### src/lfs_map.svh
`ifndef LFS_MAP_SVH
`define LFS_MAP_SVH

// =============================================================
// Clock and timing
// =============================================================
`define LFS_CLK_PERIOD_NS 8
`define LFS_TRIG_DELAY_NS 10000
`define LFS_TRIG_LEAD_NS 6500
`define LFS_TIMER_RES_NS 4
`define LFS_TIMER_W 20
`define LFS_SENSORS 4

// =============================================================
// Compare channel numbering
// =============================================================
`define LFS_CH_END 0
`define LFS_CH_BUCK 1
`define LFS_CH_SHUNT 2
`define LFS_CH_TRIG 3
`define LFS_CH_NUM 4

// =============================================================
// Reset values of the outputs and the timer start value
// =============================================================
`define LFS_BUCK_OFF_N 1'b1
`define LFS_SHUNT_OFF 1'b0
`define LFS_TIMER_START 1

`endif

### src/lfs_pkg.sv
package lfs_pkg;

	// =========================================================
	// Sequencer states
	// =========================================================
	typedef enum logic [1:0] {
		LFS_IDLE,
		LFS_ARMED,
		LFS_FLASH
	} lfs_state_t;

endpackage

### src/lfs_compare.sv
`timescale 1ns/1ps

// One compare channel: flags the cycle in which the running timer equals
// its match value, only while the timer is running.
module lfs_compare #(
	parameter int W = 20
) (
	input wire logic [W-1:0] count,
	input wire logic [W-1:0] value,
	input wire logic run,
	output logic match
);

	assign match = run && (count == value);

endmodule

### src/lfs_sequencer.sv
`timescale 1ns/1ps
`include "lfs_map.svh"

module lfs_sequencer #(
	parameter int TW = `LFS_TIMER_W,
	parameter int NSENS = `LFS_SENSORS,
	parameter int TRIG_DELAY_CYC =
		(`LFS_TRIG_DELAY_NS + `LFS_CLK_PERIOD_NS - 1) / `LFS_CLK_PERIOD_NS
) (
	input wire logic sys_clk,
	input wire logic resetn,
	input wire logic trig_in_n,
	input wire logic [TW-1:0] cfg_trig_delay,
	input wire logic [TW-1:0] cfg_precharge,
	input wire logic [TW-1:0] cfg_on_time,
	input wire logic [TW-1:0] cfg_end_offset,
	input wire logic on_flag,
	input wire logic pulse_limit_reached,
	input wire logic [NSENS-1:0] temp_alert_n,
	input wire logic sw_buck_en_n,
	input wire logic sw_shunt_on,
	output logic buck_en_n,
	output logic shunt_on,
	output logic trig_out,
	output logic seq_busy,
	output logic seq_end_event,
	output logic seq_cancel_event
);

	// The lead rounds down to whole cycles, a few ns under nominal.
	localparam int LEAD_CYC = `LFS_TRIG_LEAD_NS / `LFS_CLK_PERIOD_NS;
	localparam logic [TW-1:0] LEAD = TW'(LEAD_CYC);
	localparam logic [TW-1:0] DEF_DELAY = TW'(TRIG_DELAY_CYC);
	localparam logic [TW-1:0] T_START = TW'(`LFS_TIMER_START);

	// =========================================================
	// Reset release
	// =========================================================
	logic rst_meta_q;
	logic rst_n_q;

	always_ff @(posedge sys_clk or negedge resetn) begin
		if (!resetn) begin
			rst_meta_q <= 1'b0;
			rst_n_q <= 1'b0;
		end else begin
			rst_meta_q <= 1'b1;
			rst_n_q <= rst_meta_q;
		end
	end

	// =========================================================
	// Helpers
	// =========================================================
	function automatic logic temp_ok_f(input logic [NSENS-1:0] alert_n);
		temp_ok_f = &alert_n;
	endfunction

	logic temp_ok;
	logic go_ok;
	assign temp_ok = temp_ok_f(temp_alert_n);
	assign go_ok = temp_ok_f(temp_alert_n) && on_flag && !pulse_limit_reached;

	// =========================================================
	// Trigger edge
	// =========================================================
	logic trig_prev_q;
	logic trig_prev_d;
	logic trig_fall;

	always_comb begin
		trig_prev_d = trig_in_n;
	end

	always_ff @(posedge sys_clk or negedge rst_n_q) begin
		if (!rst_n_q) begin
			trig_prev_q <= 1'b1;
		end else begin
			trig_prev_q <= trig_prev_d;
		end
	end

	assign trig_fall = trig_prev_q && !trig_in_n;

	// =========================================================
	// Compare values worked out from the configuration
	// =========================================================
	logic [TW-1:0] dly;
	logic [TW-1:0] pre;
	logic [TW-1:0] val_buck;
	logic [TW-1:0] val_trig;
	logic [TW-1:0] val_end;

	// A zero delay selects the default. The precharge is clamped to one cycle under
	// the delay so the buck never needs to start before the trigger; a user
	// must still pick a delay that lets the inductor reach its current.
	always_comb begin
		dly = (cfg_trig_delay == '0) ? DEF_DELAY : cfg_trig_delay;
		pre = (cfg_precharge >= dly) ? dly - T_START : cfg_precharge;
		val_buck = dly - pre;
		val_trig = (dly > LEAD) ? dly - LEAD : T_START;
		val_end = dly + cfg_on_time + cfg_end_offset;
	end

	// =========================================================
	// Sequencer
	// =========================================================
	lfs_pkg::lfs_state_t state_q;
	lfs_pkg::lfs_state_t state_d;
	logic [TW-1:0] timer_q;
	logic [TW-1:0] timer_d;
	logic [TW-1:0] cmp_q [`LFS_CH_NUM];
	logic [TW-1:0] cmp_d [`LFS_CH_NUM];
	logic buck_n_q;
	logic buck_n_d;
	logic shunt_q;
	logic shunt_d;
	logic trig_q;
	logic trig_d;
	logic end_ev_q;
	logic end_ev_d;
	logic cancel_q;
	logic cancel_d;
	logic run;
	logic [`LFS_CH_NUM-1:0] match;
	logic accept;

	assign run = (state_q != lfs_pkg::LFS_IDLE);
	assign accept = (state_q == lfs_pkg::LFS_IDLE) && trig_fall && go_ok;

	// The timer counts sys_clk cycles, so edges land on an 8 ns grid;
	// that is the finest placement this clock allows.
	genvar gi;
	generate
		for (gi = 0; gi < `LFS_CH_NUM; gi++) begin : g_cmp
			lfs_compare #(
				.W(TW)
			) u_cmp (
				.count(timer_q),
				.value(cmp_q[gi]),
				.run(run),
				.match(match[gi])
			);
		end
	endgenerate

	always_comb begin
		state_d = state_q;
		timer_d = run ? timer_q + T_START : timer_q;
		cmp_d = cmp_q;
		buck_n_d = buck_n_q;
		shunt_d = shunt_q;
		trig_d = trig_q;
		end_ev_d = 1'b0;
		cancel_d = 1'b0;
		unique case (state_q)
			lfs_pkg::LFS_IDLE: begin
				// Outputs follow software; heat forces the buck off.
				buck_n_d = sw_buck_en_n || !temp_ok;
				shunt_d = sw_shunt_on;
				trig_d = 1'b0;
				if (accept) begin
					state_d = lfs_pkg::LFS_ARMED;
					timer_d = T_START;
					cmp_d[`LFS_CH_END] = val_end;
					cmp_d[`LFS_CH_BUCK] = val_buck;
					cmp_d[`LFS_CH_SHUNT] = dly;
					cmp_d[`LFS_CH_TRIG] = val_trig;
					shunt_d = 1'b1;
					buck_n_d = `LFS_BUCK_OFF_N;
				end
			end
			lfs_pkg::LFS_ARMED: begin
				if (!go_ok) begin
					state_d = lfs_pkg::LFS_IDLE;
					buck_n_d = `LFS_BUCK_OFF_N;
					shunt_d = `LFS_SHUNT_OFF;
					trig_d = 1'b0;
					cancel_d = 1'b1;
				end else begin
					if (match[`LFS_CH_BUCK]) begin
						buck_n_d = 1'b0;
					end
					if (match[`LFS_CH_TRIG]) begin
						trig_d = 1'b1;
					end
					if (match[`LFS_CH_SHUNT]) begin
						shunt_d = `LFS_SHUNT_OFF;
						state_d = lfs_pkg::LFS_FLASH;
					end
				end
			end
			lfs_pkg::LFS_FLASH: begin
				if (!temp_ok) begin
					state_d = lfs_pkg::LFS_IDLE;
					buck_n_d = `LFS_BUCK_OFF_N;
					trig_d = 1'b0;
					cancel_d = 1'b1;
				end else if (match[`LFS_CH_END]) begin
					buck_n_d = `LFS_BUCK_OFF_N;
					trig_d = 1'b0;
					end_ev_d = 1'b1;
					state_d = lfs_pkg::LFS_IDLE;
				end
			end
		endcase
	end

	always_ff @(posedge sys_clk or negedge rst_n_q) begin
		if (!rst_n_q) begin
			state_q <= lfs_pkg::LFS_IDLE;
			timer_q <= '0;
			for (int i = 0; i < `LFS_CH_NUM; i++) begin
				cmp_q[i] <= '0;
			end
			buck_n_q <= `LFS_BUCK_OFF_N;
			shunt_q <= `LFS_SHUNT_OFF;
			trig_q <= 1'b0;
			end_ev_q <= 1'b0;
			cancel_q <= 1'b0;
		end else begin
			state_q <= state_d;
			timer_q <= timer_d;
			cmp_q <= cmp_d;
			buck_n_q <= buck_n_d;
			shunt_q <= shunt_d;
			trig_q <= trig_d;
			end_ev_q <= end_ev_d;
			cancel_q <= cancel_d;
		end
	end

	assign buck_en_n = buck_n_q;
	assign shunt_on = shunt_q;
	assign trig_out = trig_q;
	assign seq_busy = run;
	assign seq_end_event = end_ev_q;
	assign seq_cancel_event = cancel_q;

	// =========================================================
	// Checks
	// =========================================================
	// The timer value equals cycles since the accepting edge, so the
	// moment of each output edge is tied to its latched compare value.
	AST_LATENCY: assert property (@(posedge sys_clk)
		disable iff (!rst_n_q)
		$fell(shunt_q) && state_q == lfs_pkg::LFS_FLASH
		|-> $past(timer_q) == cmp_q[`LFS_CH_SHUNT])
		else $error("flash start not at trigger delay");

	AST_TRIG_LEAD: assert property (@(posedge sys_clk)
		disable iff (!rst_n_q)
		$rose(trig_q) |-> $past(timer_q) == cmp_q[`LFS_CH_TRIG]
		&& cmp_q[`LFS_CH_SHUNT] - cmp_q[`LFS_CH_TRIG] <= LEAD)
		else $error("trigger output lead wrong");

	AST_START: assert property (@(posedge sys_clk)
		disable iff (!rst_n_q)
		accept |=> shunt_q && buck_n_q && timer_q == T_START)
		else $error("sequence start outputs wrong");

	AST_BUCK_ON: assert property (@(posedge sys_clk)
		disable iff (!rst_n_q)
		$fell(buck_n_q) && $past(run)
		|-> $past(timer_q) == cmp_q[`LFS_CH_BUCK]
		&& cmp_q[`LFS_CH_SHUNT] - cmp_q[`LFS_CH_BUCK] <= cfg_precharge)
		else $error("buck enabled at wrong time");

	AST_END: assert property (@(posedge sys_clk)
		disable iff (!rst_n_q)
		state_q == lfs_pkg::LFS_FLASH && temp_ok && match[`LFS_CH_END]
		|=> end_ev_q && buck_n_q && !run ##1 !end_ev_q)
		else $error("end of sequence handling wrong");

	AST_SHUNT_HELD: assert property (@(posedge sys_clk)
		disable iff (!rst_n_q)
		state_q == lfs_pkg::LFS_ARMED && go_ok && !match[`LFS_CH_SHUNT]
		|=> shunt_q)
		else $error("shunt dropped before its match");

	AST_OT_BLOCK: assert property (@(posedge sys_clk)
		disable iff (!rst_n_q)
		state_q == lfs_pkg::LFS_IDLE && !temp_ok |=> !run)
		else $error("flash started while over temperature");

	AST_OT_OFF: assert property (@(posedge sys_clk)
		disable iff (!rst_n_q)
		!temp_ok |=> buck_n_q && !run)
		else $error("power stage left on while over temperature");

	AST_CANCEL: assert property (@(posedge sys_clk)
		disable iff (!rst_n_q)
		state_q == lfs_pkg::LFS_ARMED && (!on_flag || pulse_limit_reached)
		|=> cancel_q && !shunt_q && buck_n_q && !run)
		else $error("sequence not cancelled");

	AST_NO_RETRIG: assert property (@(posedge sys_clk)
		disable iff (!rst_n_q)
		run && trig_fall && $past(run) |=> timer_q == $past(timer_q) + T_START)
		else $error("trigger restarted a running sequence");

	AST_HOLD: assert property (@(posedge sys_clk)
		disable iff (!rst_n_q)
		run && $past(run) |-> $stable(cmp_q[`LFS_CH_END])
		&& $stable(cmp_q[`LFS_CH_BUCK])
		&& $stable(cmp_q[`LFS_CH_SHUNT])
		&& $stable(cmp_q[`LFS_CH_TRIG]))
		else $error("match values changed mid sequence");

	COV_ACCEPT: cover property (@(posedge sys_clk) disable iff (!rst_n_q)
		accept);
	COV_END: cover property (@(posedge sys_clk) disable iff (!rst_n_q)
		end_ev_q);
	COV_CANCEL: cover property (@(posedge sys_clk) disable iff (!rst_n_q)
		cancel_q);
	COV_RETRIG: cover property (@(posedge sys_clk) disable iff (!rst_n_q)
		run && trig_fall);

endmodule

### config.mk
export PLATFORM = sky130hd
export DESIGN_NAME = lfs_sequencer
export DESIGN_NICKNAME = d
export VERILOG_FILES = /design/src/lfs_pkg.sv /design/src/lfs_compare.sv /design/src/lfs_sequencer.sv
export VERILOG_INCLUDE_DIRS = /design/src
export SDC_FILE = /design/constraint.sdc
export NUM_CORES = 1
export LEC_CHECK = 0
export BUFFER_PORTS_ARGS = -buffer_cell sky130_fd_sc_hd__buf_2
export CORE_UTILIZATION = 60
export DETAILED_ROUTE_END_ITERATION = 12
export PLACE_DENSITY = 0.81
export SKIP_LAST_GASP = 1
export SYNTH_ARGS = -nofsm -noshare
export SYNTH_HDL_FRONTEND = slang
export SYNTH_SLANG_ARGS = --single-unit
### constraint.sdc
create_clock -name sys_clk -period 3.9 [get_ports sys_clk]
set_clock_uncertainty 0.1 [all_clocks]
set_input_delay 0.585 -clock sys_clk [delete_from_list [all_inputs] [get_ports sys_clk]]
set_output_delay 0.585 -clock sys_clk [all_outputs]
set_load 0.01 [all_outputs]
# Yosys cells after proc, flatten, opt, wreduce, memory -nomap -nowiden
# Index checks and enable logic that the tools add are counted.
[word_totals] mem_bits_ro=0 in_bits=91 regBits=110 memories=0 out_inout_bits=6 latchBits=0 ram_bits=0 word_cells=89
[classes] n_reduce_logical=23 shift=0 muxes=33 n_eq_ne=11 n_addsub=6 n_bitwise=0 div=0 magnitude_cmp=2 n_mul=0
[op_table] operator="$mux W20" n=6
[op_table] operator="$eq A20 B20 Y1" n=4
[op_table] operator="$add A20 B20 Y20" n=2
[op_table] operator="$add A20 B1 Y20 const B" n=1
[op_table] operator="$ge A20 B20 Y1" n=1
[op_table] operator="$gt A20 B10 Y1 const B" n=1
[op_table] operator="$logic_not A20 Y1" n=1
[op_table] operator="$sub A20 B1 Y20 const B" n=1
[op_table] operator="$sub A20 B10 Y20 const B" n=1
[op_table] operator="$sub A20 B20 Y20" n=1
[op_table] operator="$mux W1" n=17
[op_table] operator="$ne A3 B2 Y1 const B" n=4
[op_table] operator="$mux W2" n=5
[op_table] operator="$logic_and A1 B1 Y1" n=9
[op_table] operator="$reduce_and A2 Y1" n=4
[op_table] operator="$pmux W1 S3" n=2
[op_table] operator="$pmux W2 S3" n=1
[op_table] operator="$pmux W1 S2" n=2
[op_table] operator="$reduce_and A4 Y1" n=1
[op_table] operator="$reduce_bool A2 Y1" n=2
[op_table] operator="$logic_not A1 Y1" n=3
[op_table] operator="$reduce_and A3 Y1" n=1
[op_table] operator="$eq A2 B1 Y1 const B" n=1
[op_table] operator="$eq A2 B2 Y1 const B" n=1
[op_table] operator="3 further kinds" n=3

# Logic depth before layout (Yosys ltp)
[depth] ltp_word=6 mapped_depth=24 mapped_depth_nobuf=21

# Hierarchy
# Synthesis repeated with hierarchy kept, for this count alone.
[unflattened] cells_unflattened=1013 area_unflattened_um2=8844.7
[by_module_without_submodules] mod="lfs_sequencer" seq_area_each_um2=2755.1 instances=1 cells_each=905 area_each_um2=7948.9
[by_module_without_submodules] mod="lfs_compare" seq_area_each_um2=0.0 instances=4 cells_each=27 area_each_um2=224.0

# Least setup slack after synthesis
# OpenSTA, ideal clock, no wires.
[synth_path] kind="input to register" from="input cfg_trig_delay[5]" to="register cmp_q[59] (netlist name)" setup_time_ps=131 t_arrival_ps=5665 required_ps=3669 n_path_buf=3 setup_slack_ps=-1997 stages=23 path_cell_list="clkbuf_1 -> or4_4 -> nor4_4 -> and2_1 -> buf_4 -> nor2_1 -> ha_1 -> a211oi_1 -> o21ai_0 -> a21oi_1 -> o21ai_0 -> a21oi_2 -> clkbuf_1 -> nor2_1 -> a21oi_1 -> ha_1 -> a21oi_1 -> o21ai_0 -> or4b_2 -> o21ai_0 -> o21ai_0 -> nand4_1 -> or3b_1"
[synth_between] elab_chain_len=5 word_cells_on_any_way=6 cone_classes="2 x add/sub; 1 x order compare; 2 x mux; 1 x reduce/logical"
[synth_lines] item="start, declared" line="lfs_sequencer.sv:13" source="input wire logic [TW-1:0] cfg_trig_delay,"
[synth_lines] item="$logic_not A20 Y1" line="lfs_sequencer.sv:98" source="dly = (cfg_trig_delay == '0) ? DEF_DELAY : cfg_trig_delay;"
[synth_lines] item="$mux W20 *" line="lfs_sequencer.sv:98"
[synth_lines] item="$sub A20 B1 Y20 / $ge A20 B20 Y1 (equally long branches)" line="lfs_sequencer.sv:99" source="pre = (cfg_precharge >= dly) ? dly - T_START : cfg_precharge;"
[synth_lines] item="$mux W20" line="lfs_sequencer.sv:99"
[synth_lines] item="$sub A20 B20 Y20 *" line="lfs_sequencer.sv:100" source="val_buck = dly - pre;"
[synth_lines] item="end signal, assigned" line="lfs_sequencer.sv:224" source="cmp_q <= cmp_d;"
[synth_lines] item="end, declared" line="lfs_sequencer.sv:112" source="logic [TW-1:0] cmp_q [`LFS_CH_NUM];"
# Mark *: on every way between the ends. The rest lies on a longest branch, timed or not.
# A chain may end at the register's enable or synchronous reset.

# Worst setup path in the final report
[layout_path] from="input cfg_trig_delay[7]" to="register cmp_q[57] (netlist name)"
# The elaborated chain is that of the path after synthesis.

==> flow_summary.yaml <==
worst_setup_path:
  slowest_delay_ps: 540
  critPathCaptureType: "flip-flop"
  start_kind: "primary input"
  reg2reg_slack_ps: 1110
  cp.required_ps: 4040
  rr_worst_depth: 9
  reg2reg_from: "state_q[0]"
  critPathMaxFanout: 5
  path_class: "in2reg"
  r2r_end: "timer_q[19]"
  slowest_stage: "or4b_4"
  timing.critical_path.arrival_ps: 5040
  crit_family: "compound AO/OA/AOI/OAI gates"
  path_cells: "buf_2, or4_4, nor4_4, and2_4, buf_12, nor2_4, ha_2, a211oi_2, o21ai_2, a21oi_2, o21ai_2, a21oi_4, buf_6, a21oi_2, a21oi_1, ha_1, a21oi_2, o21ai_2, or4b_4, o21a_1, a41oi_2, xnor2_1, mux2_4"
  path_buf_inv: 3
timing:
  fmax_ghz: 0.204
  drv_slew: 0
  fin_crit_sh: 1.26
  period_minus_slack_ps: 4900
  hold_viol_final: 0
  setup_viol: 32
  rsz0062_at_grt: "true"
  setup_slack_ps: -998
  slew_headroom: 0.312
  worst_slew_pin_slew_ps: 1030
routing:
  ant_nets: 0
  avgViaCountPerCell: 6.19
  vias: 9048
  firstDrtPassIters: 5
  wl_per_cell_um: 20.5
  drt_iter0_drc: 993
  wl_um: 29900
  route.detailed.drc: 0
worst_hold_path:
  hold_end: "trig_prev_q"
  hold_depth: 1
  hold_path_class: "in2reg"
  hold_start: "trig_in_n"
cells_and_area:
  design_area_sq_um: 11800
  postLayoutCoreUtil: 0.813
  nFillCells: 888
  final_nets: 1449
  insertedDiodeCount: 0
  layout-drive-gt1-share: 0.328
  syn2layout_area_growth_pct: 32.6
  final_cells: 1461
pwr:
  powerDensity_nw_per_um2: 385
  leakagePower_nw: 5.52
  vdd.ir_drop.worst_mv: 0.325
global_routing:
  grt_pass1_wl_um: 44600
  grt_max_degree: 81
  grt_overflow_total: 0
  grt_usage: 0.393
  grt_pass1_vias: 8687
  antenna_found_initial: 3
die:
  rows: 44
  io-pin-count: 97
  die_w_um: 124
  initial_core_util: 0.613
  core_area_sq_um: 14500
  die_h_um: 124
  die_area_sq_um: 15300
synth:
  netlist_top_cells_count: "nand2_1 (126), dfrtp_1 (108), o21ai_0 (98)"
  synthFlopType: "dfrtp_1"
  async_flop_share: 1.00
  synth-seq-area-share: 0.310
  synth_edf_count: 0
  syn_avg_cell_area_sq_um: 8.64
  synth_nets: 1204
  yosysTopAreaCellShare: 0.305
  yosysWarnings: 0
  synth_cells: 1027
  yosysMostFrequentCell: "nand2_1"
  synth_top_area_cell: "dfrtp_1"
  synthesis.area_sq_um: 8870
  synth-seq-cells: 110
  synth_area_leaders: "dfrtp_1 (30%), ha_1 (9.2%), xor2_1 (8.5%)"
  synth_cell_types: 65
outcome:
  violations: "negative setup slack"
  status: "finished, violations left"
place:
  placed_cells: 1418
  finalWeightedCongestion: 0.983
  pre_cts_slack_ps: -1490
  placed_area_sq_um: 10800
  portBuffers: 96
  post-dp-hpwl_um: 21800
clock_tree:
  cts_root_buffer: "clkbuf_16"
  cts_tree: "yes"
  h-tree-depth: 3
  clockBufferDepth: 2
  cts_buffers: 9
  cts.reportedPaths.clkPinSlew_ps: 70
  clk_latency_ps: 360
  cts_sinks: 110
run:
  maxCapViolations: 0
## routing by layer
metal,part of all wire,GRT usage,wire [um],up-vias
li1,-,-,-,4075
met4,0.060,0.232,1800,2
met1,0.38,0.489,11300,4372
met5,0.00027,0,8,-
met2,0.48,0.631,14400,482
met3,0.082,0.0815,2460,117
## flip-flops by register name, indices dropped and copies added (netlist names)
register and flops:
cmp_q 80, seq_end_event 1, rst_meta_q 1, seq_cancel_event 1, state_q 2, trig_out 1
shunt_on 1, buck_en_n 1, rst_n_q 1, trig_prev_q 1, timer_q 20
## power by group
| part | internal [mW] | total [mW] | leakage [nW] | switching [mW] |
|---|---|---|---|---|
| logic | 0.966 | 2.02 | 3.94 | 1.05 |
| clock network | 0.503 | 0.945 | 0.141 | 0.441 |
| registers | 1.30 | 1.57 | 1.44 | 0.267 |
| total | 2.77 | 4.53 | 5.52 | 1.76 |
## worst max path at each step
stage	from	to	slack, ps	cells past startpoint
2_1_floorplan	cfg_trig_delay[5]	cmp_q[59]	-1440	23
3_3_place_gp	cfg_trig_delay[8]	cmp_q[59]	-1410	22
3_5_place_dp	cfg_trig_delay[8]	cmp_q[57]	-1490	23
4_1_cts	cfg_trig_delay[8]	cmp_q[57]	-850	22
5_1_grt	cfg_trig_delay[7]	cmp_q[57]	-1160	23
6_report	cfg_trig_delay[7]	cmp_q[57]	-1000	23
## repair_timing
action                                  CTS  global route
setup buffers                            14            14
hold buffers                              1             0
resized for setup                        72            48
cloned                                    1             0
endpoints found under the setup margin   31            32
endpoints found under the hold margin     2             0
pin swaps                                47            43
## through the flow
step           hold slack [ps]  power (mW)  TNS, ps
2_1_floorplan              189        2.60   -20690
3_3_place_gp               237        3.21   -28690
3_5_place_dp               263        3.28   -31950
4_1_cts                    251        4.35   -11440
5_1_grt                    246        4.76   -21920
6_report                   257        4.53   -17280
## cells in the final DEF, fill, tap and decap left out, drive strengths merged, types with 4 or more instances in the layout
cell type and n:
nand3 27, nand2b 11, nor2b 8, a211oi 11
xnor2 54, nand2 126, nor4 22, o22ai 4
a21o 11, dfrtp 108, a21oi 48, nor3 20
fa 21, and3 6, mux2i 16, o21ai 98
o31ai 19, nor3b 4, clkbuf 10, and4 6
or3 8, inv 43, buf 296, nand4 18
nor2 57, mux2 4, o21a 13, ha 65
xor2 86
## kinds of logic after synthesis
| logic type | Yosys count | synth area share |
|---|---|---|
| AND/OR/NAND/NOR | 325 | 0.177 |
| other | 1 | 0.000423 |
| XOR/XNOR | 140 | 0.138 |
| flip-flops | 110 | 0.310 |
| adder cells (fa/ha/maj) | 86 | 0.139 |
| AO/OA/AOI/OAI | 240 | 0.167 |
| buffers and inverters | 105 | 0.0451 |
| multiplexers | 20 | 0.0231 |
## area by class of cell
class	count	area, sq um	share of cell area
Clock inverter	6	70.1	0.00595
Tap cell	184	230	0.0196
Multi-Input combinational cell	812	6250	0.532
Inverter	42	165	0.0140
Timing Repair Buffer	297	2060	0.175
Clock buffer	10	229	0.0195
Sequential cell	110	2760	0.234
Note: power is estimated with default switching activity, not from simulation.
